### src/gso_pkg.sv
// Shared constants and types for the geometry stage output and statistics
package gso_pkg;

	// ==========================================================
	// Data widths and depths
	localparam int HDR_W = 32;
	localparam int TAG_W = 4;
	localparam int ENTRY_W = 36;
	localparam int FIFO_DEPTH = 16;
	localparam int FIFO_CNT_W = 5;
	localparam int PRIM_W = 16;
	localparam int SO_INC_W = 8;
	localparam int CNT_NUM = 4;

	// ==========================================================
	// Register offsets (byte addresses)
	localparam logic [11:0] OFS_CTRL = 12'h000;
	localparam logic [11:0] OFS_STATUS = 12'h004;
	localparam logic [11:0] OFS_INV = 12'h010;
	localparam logic [11:0] OFS_PRIMS = 12'h014;
	localparam logic [11:0] OFS_SO_WRITTEN = 12'h018;
	localparam logic [11:0] OFS_SO_STORAGE = 12'h01C;

	// ==========================================================
	// Field positions and reset values
	localparam int CTRL_STATS_BIT = 0;
	localparam int CTRL_SO_BIT = 1;
	localparam logic [1:0] CTRL_RESET = 2'h0;
	localparam int ST_TURN_LSB = 0;
	localparam int ST_DISP_LSB = 8;
	localparam int ST_FILL_LSB = 16;
	localparam logic [31:0] CNT_RESET = 32'h0;

	// ==========================================================
	// Counter indices
	localparam int IDX_INV = 0;
	localparam int IDX_PRIMS = 1;
	localparam int IDX_SO_WRITTEN = 2;
	localparam int IDX_SO_STORAGE = 3;

	// Register select from address decode
	typedef enum logic [2:0] {
		GSO_SEL_CTRL,
		GSO_SEL_STATUS,
		GSO_SEL_INV,
		GSO_SEL_PRIMS,
		GSO_SEL_SO_WRITTEN,
		GSO_SEL_SO_STORAGE,
		GSO_SEL_NONE
	} gso_sel_t;

endpackage : gso_pkg

### src/gso_fifo_if.sv
// Interface between the stage control and its hold-back buffer
`timescale 1ns/1ps
interface gso_fifo_if;
	logic push;
	logic [gso_pkg::ENTRY_W-1:0] push_data;
	logic pop;
	logic [gso_pkg::ENTRY_W-1:0] head;
	logic [gso_pkg::FIFO_CNT_W-1:0] fill;
	logic full;
	logic empty;

	modport owner(input push, input push_data, input pop,
		output head, output fill, output full, output empty);
	modport user(output push, output push_data, output pop,
		input head, input fill, input full, input empty);
endinterface : gso_fifo_if

### src/gso_hold_buf.sv
// Hold-back buffer for vertices of the thread waiting its turn
`timescale 1ns/1ps
module gso_hold_buf (
	input wire logic mclk,
	input wire logic reset_n,
	gso_fifo_if.owner port
);
	logic [gso_pkg::ENTRY_W-1:0] mem [gso_pkg::FIFO_DEPTH];
	logic [gso_pkg::FIFO_CNT_W-2:0] wr_ptr;
	logic [gso_pkg::FIFO_CNT_W-2:0] rd_ptr;
	logic [gso_pkg::FIFO_CNT_W-1:0] fill;

	// ==========================================================
	// Storage array, no reset needed on data
	always_ff @(posedge mclk) begin
		if (port.push) begin
			mem[wr_ptr] <= port.push_data;
		end
	end

	// Pointers and fill level
	always_ff @(posedge mclk or negedge reset_n) begin
		if (!reset_n) begin
			wr_ptr <= '0;
			rd_ptr <= '0;
			fill <= '0;
		end else begin
			if (port.push) begin
				wr_ptr <= wr_ptr + 1'b1;
			end
			if (port.pop) begin
				rd_ptr <= rd_ptr + 1'b1;
			end
			if (port.push && !port.pop) begin
				fill <= fill + 1'b1;
			end else if (port.pop && !port.push) begin
				fill <= fill - 1'b1;
			end
		end
	end

	// Status toward the user
	assign port.head = mem[rd_ptr];
	assign port.fill = fill;
	assign port.full = fill == gso_pkg::FIFO_CNT_W'(gso_pkg::FIFO_DEPTH);
	assign port.empty = fill == '0;

endmodule : gso_hold_buf

### src/gso_stat_counter.sv
// One 32-bit statistics counter with software load
`timescale 1ns/1ps
module gso_stat_counter (
	input wire logic mclk,
	input wire logic reset_n,
	input wire logic load,
	input wire logic [31:0] load_value,
	input wire logic [31:0] add,
	output logic [31:0] value
);
	// ==========================================================
	// Load wins over the sum of this cycle
	always_ff @(posedge mclk or negedge reset_n) begin
		if (!reset_n) begin
			value <= gso_pkg::CNT_RESET;
		end else if (load) begin
			value <= load_value;
		end else begin
			value <= value + add;
		end
	end
endmodule : gso_stat_counter

### src/gso_top.sv
// Geometry stage output ordering, header readback and statistics
//
// The implementer's own choices: the placing of the registers and the APB interface to the registers.
`timescale 1ns/1ps
module gso_top (
	input wire logic mclk,
	input wire logic reset_n,
	input wire logic [11:0] paddr,
	input wire logic psel,
	input wire logic penable,
	input wire logic pwrite,
	input wire logic [31:0] pwdata,
	output logic [31:0] prdata,
	output logic pready,
	output logic pslverr,
	input wire logic dispatch_valid,
	output logic [gso_pkg::TAG_W-1:0] dispatch_tag,
	input wire logic vtx_req,
	input wire logic vtx_pass,
	input wire logic [gso_pkg::TAG_W-1:0] vtx_tag,
	input wire logic [gso_pkg::HDR_W-1:0] vtx_header,
	output logic vtx_ack,
	input wire logic sync_req,
	input wire logic [gso_pkg::TAG_W-1:0] sync_tag,
	input wire logic [gso_pkg::PRIM_W-1:0] sync_prims,
	input wire logic [gso_pkg::PRIM_W-1:0] sync_storage,
	output logic sync_ack,
	input wire logic eot_valid,
	input wire logic [gso_pkg::TAG_W-1:0] eot_tag,
	input wire logic [gso_pkg::SO_INC_W-1:0] eot_so_inc,
	input wire logic svb_valid,
	input wire logic svb_inc_written,
	input wire logic svb_inc_storage,
	output logic clip_valid,
	output logic [gso_pkg::HDR_W-1:0] clip_header,
	input wire logic clip_ready
);
	// ==========================================================
	// Declarations
	logic [1:0] ctrl;
	logic [gso_pkg::TAG_W-1:0] turn;
	logic [gso_pkg::TAG_W-1:0] turn_next_tag;
	logic [(1<<gso_pkg::TAG_W)-1:0] done;
	logic [(1<<gso_pkg::TAG_W)-1:0] next_done;
	logic threads_live;
	logic head_turn;
	logic clip_free;
	logic take_direct;
	logic take_buffer;
	logic take_pass;
	logic drain;
	logic advance;
	logic sync_grant;
	logic stats_en;
	logic so_en;
	logic wr_fire;
	gso_pkg::gso_sel_t sel;
	logic [31:0] rd_word;
	logic [31:0] cnt_val [gso_pkg::CNT_NUM];
	logic [31:0] cnt_add [gso_pkg::CNT_NUM];
	logic cnt_load [gso_pkg::CNT_NUM];
	gso_fifo_if hold();

	// Address decode shared by read and write paths
	function automatic gso_pkg::gso_sel_t decode(input logic [11:0] addr);
		case (addr)
			gso_pkg::OFS_CTRL: decode = gso_pkg::GSO_SEL_CTRL;
			gso_pkg::OFS_STATUS: decode = gso_pkg::GSO_SEL_STATUS;
			gso_pkg::OFS_INV: decode = gso_pkg::GSO_SEL_INV;
			gso_pkg::OFS_PRIMS: decode = gso_pkg::GSO_SEL_PRIMS;
			gso_pkg::OFS_SO_WRITTEN: decode = gso_pkg::GSO_SEL_SO_WRITTEN;
			gso_pkg::OFS_SO_STORAGE: decode = gso_pkg::GSO_SEL_SO_STORAGE;
			default: decode = gso_pkg::GSO_SEL_NONE;
		endcase
	endfunction : decode

	// ==========================================================
	// APB slave
	assign sel = decode(paddr);
	assign wr_fire = psel && penable && pready && pwrite;
	assign stats_en = ctrl[gso_pkg::CTRL_STATS_BIT];
	assign so_en = ctrl[gso_pkg::CTRL_SO_BIT];

	// Read mux
	always_comb begin
		rd_word = 32'h0;
		case (sel)
			gso_pkg::GSO_SEL_CTRL: rd_word = {30'h0, ctrl};
			gso_pkg::GSO_SEL_STATUS: begin
				rd_word[gso_pkg::ST_TURN_LSB +: gso_pkg::TAG_W] = turn;
				rd_word[gso_pkg::ST_DISP_LSB +: gso_pkg::TAG_W] = dispatch_tag;
				rd_word[gso_pkg::ST_FILL_LSB +: gso_pkg::FIFO_CNT_W] = hold.fill;
			end
			gso_pkg::GSO_SEL_INV: rd_word = cnt_val[gso_pkg::IDX_INV];
			gso_pkg::GSO_SEL_PRIMS: rd_word = cnt_val[gso_pkg::IDX_PRIMS];
			gso_pkg::GSO_SEL_SO_WRITTEN:
				rd_word = cnt_val[gso_pkg::IDX_SO_WRITTEN];
			gso_pkg::GSO_SEL_SO_STORAGE:
				rd_word = cnt_val[gso_pkg::IDX_SO_STORAGE];
			default: rd_word = 32'h0;
		endcase
	end

	// One wait-free access: answer set up in the setup cycle
	always_ff @(posedge mclk or negedge reset_n) begin
		if (!reset_n) begin
			pready <= 1'b0;
			prdata <= 32'h0;
			pslverr <= 1'b0;
		end else begin
			pready <= psel && !penable && !pready;
			if (psel && !penable) begin
				prdata <= pwrite ? 32'h0 : rd_word;
				pslverr <= sel == gso_pkg::GSO_SEL_NONE;
			end
		end
	end

	// Control register
	always_ff @(posedge mclk or negedge reset_n) begin
		if (!reset_n) begin
			ctrl <= gso_pkg::CTRL_RESET;
		end else if (wr_fire && sel == gso_pkg::GSO_SEL_CTRL) begin
			ctrl <= pwdata[1:0];
		end
	end

	// ==========================================================
	// Statistics counters
	always_comb begin
		cnt_add[gso_pkg::IDX_INV] = 32'(dispatch_valid && stats_en);
		cnt_add[gso_pkg::IDX_PRIMS] = sync_grant ? 32'(sync_prims) : 32'h0;
		// Streamed and end-of-thread bumps summed, gated by so_en
		cnt_add[gso_pkg::IDX_SO_WRITTEN] = so_en ?
			32'(svb_valid && svb_inc_written) +
			(eot_valid ? 32'(eot_so_inc) : 32'h0) : 32'h0;
		cnt_add[gso_pkg::IDX_SO_STORAGE] =
			(so_en ? 32'(svb_valid && svb_inc_storage) : 32'h0) +
			(sync_grant ? 32'(sync_storage) : 32'h0);
	end

	// Four counters, each loadable at its own offset
	genvar gi;
	generate
		for (gi = 0; gi < gso_pkg::CNT_NUM; gi++) begin : g_cnt
			assign cnt_load[gi] = wr_fire &&
				sel == gso_pkg::gso_sel_t'(gi + 2);
			gso_stat_counter u_cnt (
				.mclk(mclk),
				.reset_n(reset_n),
				.load(cnt_load[gi]),
				.load_value(pwdata),
				.add(cnt_add[gi]),
				.value(cnt_val[gi])
			);
		end
	endgenerate

	// ==========================================================
	// Thread ordering
	assign turn_next_tag = turn + 1'b1;
	assign threads_live = dispatch_tag != turn;
	assign head_turn = !hold.empty &&
		hold.head[gso_pkg::ENTRY_W-1 -: gso_pkg::TAG_W] == turn;
	assign clip_free = !clip_valid || clip_ready;
	assign drain = head_turn && clip_free;
	assign take_direct = vtx_req && !vtx_ack && !vtx_pass && threads_live &&
		vtx_tag == turn && !head_turn && clip_free;
	assign take_buffer = vtx_req && !vtx_ack && !vtx_pass &&
		vtx_tag == turn_next_tag && turn_next_tag != dispatch_tag &&
		!hold.full;
	assign take_pass = vtx_req && !vtx_ack && vtx_pass && !threads_live &&
		hold.empty && clip_free;
	assign advance = threads_live && done[turn] && !head_turn;
	assign sync_grant = sync_req && !sync_ack && threads_live &&
		sync_tag == turn;

	// Buffer hookup
	assign hold.push = take_buffer;
	assign hold.push_data = {vtx_tag, vtx_header};
	assign hold.pop = drain;

	// Termination flags: a new end-of-thread wins over the clear
	always_comb begin
		next_done = done;
		if (advance) begin
			next_done[turn] = 1'b0;
		end
		if (eot_valid) begin
			next_done[eot_tag] = 1'b1;
		end
	end

	// Turn, dispatch tag and termination state
	always_ff @(posedge mclk or negedge reset_n) begin
		if (!reset_n) begin
			turn <= '0;
			dispatch_tag <= '0;
			done <= '0;
		end else begin
			done <= next_done;
			if (advance) begin
				turn <= turn_next_tag;
			end
			if (dispatch_valid) begin
				dispatch_tag <= dispatch_tag + 1'b1;
			end
		end
	end

	// Handshake answers toward threads
	always_ff @(posedge mclk or negedge reset_n) begin
		if (!reset_n) begin
			vtx_ack <= 1'b0;
			sync_ack <= 1'b0;
		end else begin
			vtx_ack <= take_direct || take_buffer || take_pass;
			sync_ack <= sync_grant;
		end
	end

	// Header readback register toward clip
	always_ff @(posedge mclk or negedge reset_n) begin
		if (!reset_n) begin
			clip_valid <= 1'b0;
			clip_header <= '0;
		end else if (drain) begin
			clip_valid <= 1'b1;
			clip_header <= hold.head[gso_pkg::HDR_W-1:0];
		end else if (take_direct || take_pass) begin
			clip_valid <= 1'b1;
			clip_header <= vtx_header;
		end else if (clip_ready) begin
			clip_valid <= 1'b0;
		end
	end

	gso_hold_buf u_hold (
		.mclk(mclk),
		.reset_n(reset_n),
		.port(hold)
	);
endmodule : gso_top

### config.mk
export PLATFORM = sky130hd
export DESIGN_NAME = gso_top
export DESIGN_NICKNAME = d
export VERILOG_FILES = /design/src/gso_pkg.sv /design/src/gso_fifo_if.sv /design/src/gso_hold_buf.sv /design/src/gso_stat_counter.sv /design/src/gso_top.sv
export SDC_FILE = /design/constraint.sdc
export NUM_CORES = 1
export LEC_CHECK = 0
export BUFFER_PORTS_ARGS = -buffer_cell sky130_fd_sc_hd__buf_2
export CORE_UTILIZATION = 30
export DETAILED_ROUTE_END_ITERATION = 7
export HOLD_SLACK_MARGIN = 0.05
export SYNTH_ARGS = -nofsm -noshare
export SYNTH_HDL_FRONTEND = slang
export SYNTH_HIERARCHICAL = 1
export SYNTH_SLANG_ARGS = --single-unit
### constraint.sdc
create_clock -name mclk -period 6.8 [get_ports mclk]
set_input_delay 1.02 -clock mclk [delete_from_list [all_inputs] [get_ports mclk]]
set_output_delay 1.02 -clock mclk [all_outputs]
set_load 0.02 [all_outputs]
==> results of run 1 <==
==> logic make-up (layout without fill, tap and decap cells) <==
family | Yosys count | in the layout | synth area share, %
and+or+nand+nor | 760 | 760 | 9.02
muxes | 193 | 193 | 9.35
buffers and inverters | 255 | 525 | 3.15
other | 1 | 92 | 0.00918
AOI/OAI and AO/OA | 828 | 828 | 13.4
adders and majority gates | 148 | 148 | 4.62
xor gates and xnor gates | 169 | 169 | 3.62
DFF | 812 | 812 | 56.8
==> worst max-delay path by stage <==
stage | cells after the start | to | start
final | 22 | g_cnt[3].u_cnt/value[26] | turn[3]
after global routing | 22 | g_cnt[3].u_cnt/value[25] | turn[0]
after CTS | 21 | g_cnt[3].u_cnt/value[26] | turn[0]
after detailed placement | 22 | g_cnt[3].u_cnt/value[26] | sync_tag[2]
after global placement | 22 | g_cnt[3].u_cnt/value[26] | sync_tag[2]
after floorplan | 11 | u_hold/mem[0][0] | turn[1]
==> layer usage <==
| metal | up-vias | GRT usage (%) | share of wire, % |
|---|---|---|---|
| met2 | 968 | 26.5 | 46 |
| met1 | 13847 | 22.8 | 44 |
| met5 | - | 0 | 0.060 |
| met4 | 10 | 4.44 | 2.2 |
| li1 | 12600 | - | - |
| met3 | 157 | 3.36 | 7.2 |
==> power breakdown <==
part	internal [mW]	switching [mW]
Sequential	5.93	0.647
Combinational	3.04	4.19
Clock	2.96	2.09
==> worst max-delay path: stages (launching register included) <==
cell	delay, ps
dfrtp_1	820
xnor2_1	250
nand4_1	310
nand3_1	190
buf_4	220
inv_1	60
buf_4	210
and2_1	180
ha_1	200
and2_1	200
and4_1	240
nand3_1	100
xor2_1	160
nor2_1	60
ha_1	350
a21o_1	180
a21oi_1	220
a21boi_0	250
o21ai_2	120
a21oi_1	380
o21ai_0	200
xnor2_1	160
o21ai_0	80
==> flip-flops by register name, summed over array words and instances, names as in the netlist, 5 cells and up <==
signal and count:
prdata 32, done 16, u_hold/port.fill 5, clip_header 32, g_cnt.u_cnt/value 128, u_hold/mem 576
==> placed cells by master (no fill, tap or decap), drive strengths merged, types with 124 or more instances in the layout <==
master	netlist	final
a21oi	201	201
buf	67	264
clkbuf	92	124
dfrtp	236	236
edfxtp	576	576
ha	143	143
mux4	148	148
nand2	315	315
nor2	153	153
o21ai	231	231
==> through the flow <==
stage	setup slack, ps	power [mW]	utilization [%]	cells
2_1_floorplan	1740	11.9	-	3251
3_3_place_gp	1340	13.6	32.6	5135
3_5_place_dp	1290	13.7	32.6	5135
4_1_cts	1490	18.8	34.9	5302
5_1_grt	1130	19.9	34.9	5302
6_report	1500	18.9	34.9	5308
==> final cells by class <==
cell class	instances	area, sq um
clock buffers	124	2520
fillers	13174	88100
flip-flops and latches	812	23200
repair buffers	264	1470
clock inverters	43	562
multi-input cells	2184	16900
diodes	6	15.0
inverters	94	353
well taps	1781	2230
==> flow_metrics.env, run 1 <==
export IMPL_r2r_setup_slack_ps=1500
export IMPL_num_vias=27582
export IMPL_min_period_ps=5300
export IMPL_coreArea_sq_um=135000
export IMPL_hold_buffers=0
export IMPL_setup_viol=0
export IMPL_die_width_um=371
export IMPL_antenna_found_initial=9
export IMPL_slew_headroom_pct=22.6
export IMPL_post_dp_hpwl_mm=77.0
export IMPL_clock_skew_ps=72.4
export IMPL_pin_count=215
export IMPL_cts_htree_levels=3
export IMPL_r2r_start="turn[3]"
export IMPL_ctsLongestPathBuffers=3
export IMPL_rsz0062_at_grt="no"
export IMPL_p_per_area_nw_per_um2=399
export IMPL_outcome="completed"
export IMPL_grt_pass1_vias=27189
export IMPL_cts_root_buf="clkbuf_16"
export IMPL_drive_above_1_share_pct=19.3
export IMPL_die_h_um=371
export IMPL_overflow=0
export IMPL_synth_edf_count=576
export IMPL_maxCapViolCount=0
export IMPL_grt_pass1_wl_mm=172
export IMPL_min_period_over_period_pct=77.9
export IMPL_nets=3736
export IMPL_cp_start_kind="register"
export IMPL_clk_pin_slew_ps=50
export IMPL_syn_area_sq_um=40900
export IMPL_synth_distinct_cells=91
export IMPL_async_reset_ff_share_pct=29.1
export IMPL_syn_inst=3166
export IMPL_synth_area_leaders="edfxtp_1, dfrtp_1, mux4_2, ha_1, nand2_1"
export IMPL_dieArea_sq_um=138000
export IMPL_insertion_delay_ps=710
export IMPL_netlist_area_leader_share_pct=42.3
export IMPL_start_util_pct=30.2
export IMPL_remaining_drc_errors=0
export IMPL_drtIter0Drc=2393
export IMPL_ys_seq_area_share_pct=56.8
export IMPL_place_congestion=0.955
export IMPL_tns_ps=0
export IMPL_cts_buffers=90
export IMPL_worstReg2RegEnd="g_cnt[3].u_cnt/value[26]"
export IMPL_maxSlewViolCount=0
export IMPL_worst_setup_path_end_kind="register"
export IMPL_synth_most_common_cell="edfxtp_1"
export IMPL_place_area_sq_um=44100
export IMPL_cp_arrival_ps=5850
export IMPL_synth_common_cells="edfxtp_1, nand2_1, dfrtp_1"
export IMPL_num_rows=135
export IMPL_grt_max_degree=82
export IMPL_final_hold_viol_count=0
export IMPL_drt_wl_total_mm=116
export IMPL_hold_class="input pin to asynchronous set/reset pin"
export IMPL_ir_worst_vdd_mv=0.296
export IMPL_crit_fanout=20
export IMPL_worstPathRequired_ps=7350
export IMPL_rr_worst_depth=22
export IMPL_ant_nets=0
export IMPL_portBuffers=214
export IMPL_synth_largest_area_cell="edfxtp_1"
export IMPL_worstMarginPinSlew_ps=1160
export IMPL_p_leak_nw=17.2
export IMPL_synth_seq_cells=812
export IMPL_ys_warn_count=6
export IMPL_synth_area_per_cell_sq_um=12.9
export IMPL_cts_setup_buffers=0
export IMPL_criticalPathCategory="register to register"
export IMPL_wl_per_cell_um=21.8
export IMPL_cts_tree="built"
export IMPL_final_cell_area_sq_um=47200
export IMPL_grtUsageTotal_pct=16.6
export IMPL_routed_via_density=5.20
export IMPL_ys_flop_type="edfxtp_1"
export IMPL_timing_hold_ws_ps=335
export IMPL_syn_to_final_growth_pct=15.6
export IMPL_clock_sinks=812
export IMPL_fmax_mhz=189
export IMPL_post_cts_resized=0
export IMPL_first_pass_iters=5
(Power assumes the default switching activity.)
==> inputs of run 2 (changes only) <==
--- a/config.mk
+++ b/config.mk
@@ -5,6 +5,7 @@
 export SDC_FILE = /design/constraint.sdc
 export NUM_CORES = 1
 export LEC_CHECK = 0
+export ABC_AREA = 1
 export BUFFER_PORTS_ARGS = -buffer_cell sky130_fd_sc_hd__buf_2
 export CORE_UTILIZATION = 30
 export DETAILED_ROUTE_END_ITERATION = 7
==> constraint.sdc (replaced) <==
create_clock -name mclk -period 5.25 [get_ports mclk]
set_input_delay 0.7875 -clock mclk [delete_from_list [all_inputs] [get_ports mclk]]
set_output_delay 0.7875 -clock mclk [all_outputs]
set_load 0.02 [all_outputs]
==> flow_metrics.env, run 2 <==
export IMPL_outcome="completed"
export IMPL_ys_warn_count=6
export IMPL_die_h_um=396
export IMPL_synth_most_common_cell="nand2_1"
export IMPL_placed_cells=8213
export IMPL_cp_endpoint="g_cnt[3].u_cnt/value[21]"
export IMPL_antenna_found_initial=21
export IMPL_worstPathRequired_ps=5800
export IMPL_ir_worst_vdd_mv=0.395
export IMPL_min_period_ps=4370
export IMPL_pin_count=215
export IMPL_cts_htree_levels=3
export IMPL_largest_register_ffs=576
export IMPL_ys_seq_area_share_pct=49.9
export IMPL_cp_start_kind="register"
export IMPL_setup_slack_ps=879
export IMPL_setup_viol=0
export IMPL_synth_edf_count=576
export IMPL_synth_common_cells="nand2_1, inv_1, nand3_1"
export IMPL_post_cts_resized=0
export IMPL_start_util_pct=30.2
export IMPL_final_common_cell="nand2_1"
export IMPL_num_rows=144
export IMPL_final_cell_mix="nand2_1, inv_1, nand3_1"
export IMPL_first_pass_iters=6
export IMPL_dp_slack_ps=985
export IMPL_tns_ps=0
export IMPL_grt_max_degree=147
export IMPL_clk_pin_slew_ps=60
export IMPL_clock_skew_ps=58.5
export IMPL_cts_tree="built"
export IMPL_final_cell_area_sq_um=53400
export IMPL_netlist_area_leader_share_pct=37.2
export IMPL_remaining_drc_errors=0
export IMPL_wl_per_cell_um=18.9
export IMPL_p_per_area_nw_per_um2=512
export IMPL_portBuffers=214
export IMPL_post_dp_hpwl_mm=107
export IMPL_synth_distinct_cells=50
export IMPL_async_reset_ff_share_pct=29.1
export IMPL_ys_flop_type="edfxtp_1"
export IMPL_drt_wl_total_mm=159
export IMPL_place_area_sq_um=50200
export IMPL_r2r_start="turn[1]"
export IMPL_clock_sinks=812
export IMPL_reg_top3="u_hold/mem: 576 flops, g_cnt.u_cnt/value: 128 flops"
export IMPL_drive_above_1_share_pct=8.51
export IMPL_rsz0062_at_grt="no"
export IMPL_rr_worst_depth=27
export IMPL_finalNonFillerCells=8380
export IMPL_dieArea_sq_um=156000
export IMPL_startpoint="turn[1]"
export IMPL_grt_pass1_vias=37386
export IMPL_ctsLongestPathBuffers=3
export IMPL_worst_setup_path_end_kind="register"
export IMPL_grtUsageTotal_pct=19.8
export IMPL_timing_hold_ws_ps=95.6
export IMPL_syn_area_sq_um=46500
export IMPL_worstMarginPinSlew_ps=1140
export IMPL_drtIter0Drc=3580
export IMPL_criticalPathCategory="register to register"
export IMPL_place_congestion=0.960
export IMPL_synth_largest_area_cell="edfxtp_1"
export IMPL_cts_buffers=93
export IMPL_fmax_mhz=229
export IMPL_die_width_um=396
export IMPL_slew_headroom_pct=23.7
export IMPL_maxCapViolCount=0
export IMPL_synth_area_per_cell_sq_um=7.74
export IMPL_cts_setup_buffers=0
export IMPL_overflow=0
export IMPL_num_vias=39552
export IMPL_ant_nets=0
export IMPL_hold_class="input pin to asynchronous set/reset pin"
export IMPL_p_leak_nw=26.1
export IMPL_nets=6554
export IMPL_coreArea_sq_um=154000
export IMPL_cp_arrival_ps=4920
export IMPL_grt_pass1_wl_mm=235
export IMPL_syn_inst=6005
export IMPL_min_period_over_period_pct=83.3
export IMPL_crit_fanout=14
export IMPL_hold_buffers=0
export IMPL_maxSlewViolCount=0
export IMPL_worstReg2RegEnd="g_cnt[3].u_cnt/value[21]"
export IMPL_insertion_delay_ps=730
export IMPL_syn_to_final_growth_pct=14.9
export IMPL_routed_via_density=4.72
export IMPL_final_hold_viol_count=0
export IMPL_synth_area_leaders="edfxtp_1, nand2_1, dfrtp_1, inv_1, nand3_1"
export IMPL_synth_seq_cells=812
export IMPL_cts_root_buf="clkbuf_16"
export IMPL_r2r_setup_slack_ps=880
export IMPL_top_register="u_hold/mem"
-- run 2: cell types whose count changed after synthesis, moves of 90 or more --
cell,before,now
inv_1,93,999
o21ai_0,198,108
nand2_1,314,2323
mux4_2,147,0
nand3_1,51,696
nor2_1,151,286
a22oi_1,94,0
-- run 2: cells by family (layout without fill, tap and decap cells) --
group	after synthesis	in the layout	share of synthesized area [%]
compound gates	284	284	3.20
fa+ha+maj	148	148	4.07
simple gates	3483	3483	31.2
mux	1	1	0.0215
xor+xnor	70	70	1.32
other cells	1	87	0.00807
buf+inv	1206	1451	10.2
flops	812	812	49.9
-- run 2: worst min-delay path by stage --
stage | from | cells past startpoint | end
floorplan | done[10] | 2 | done[10]
global placement | pready | 1 | pready
detailed placement | pready | 1 | pready
CTS | reset_n | 1 | g_cnt[1].u_cnt/value[25]
global route | reset_n | 1 | g_cnt[1].u_cnt/value[25]
finish | reset_n | 1 | g_cnt[1].u_cnt/value[25]
-- run 2: where the power goes --
part           internal (mW)  switching (mW)  total, mW
sequential              7.73           0.935       8.66
clock                   3.98            2.80       6.78
combinational           3.70            8.18       11.9
total                   15.4            11.9       27.3
-- run 2: metrics by stage --
stage	util [%]	power (mW)
5_1_grt	34.7	29.3
6_report	34.7	27.3
2_1_floorplan	-	16.8
3_5_place_dp	32.7	20.3
4_1_cts	34.7	27.1
3_3_place_gp	32.7	20.2
-- run 2: worst max-delay path: stages (launching register included) --
cell and delay [ps]:
dfrtp_1 750, inv_2 250, nand2_1 110, nand3_1 110, nor2_4 170, nand3_4 110
nor2_1 230, ha_1 260, ha_1 180, nand2_1 70, nor2_2 140, nand3_1 140
nor2_2 190, nand2_1 80, nand2_1 60, nand2_1 50, ha_1 370, nand2_1 100
inv_1 80, nand2_1 70, nor3_1 170, nand2_1 100, nand2_2 100, nand2_1 70
nand2_1 60, nand2_1 50, nand3_1 70, nand2_1 70
-- run 2: metal layers --
layer / vias to the layer above / GRT usage [%] / part of all wire (%) / routed length [um]
li1: 19300 / - / - / -
met1: 18659 / 27.3 / 44 / 70500
met2: 1291 / 30.5 / 44 / 69600
met3: 290 / 3.96 / 7.8 / 12300
met4: 12 / 7.78 / 3.8 / 6100
met5: - / 0 / 0.049 / 78
-- run 2: layout make-up --
class	instances	area [sq um]
clock buffers	122	2520
flip-flops and latches	812	23200
repair buffers	268	1650
diodes	1	2.50
clock inverters	44	637
well taps	2044	2560
inverters	1017	3830
multi-input cells	4072	19000
fillers	16123	100000
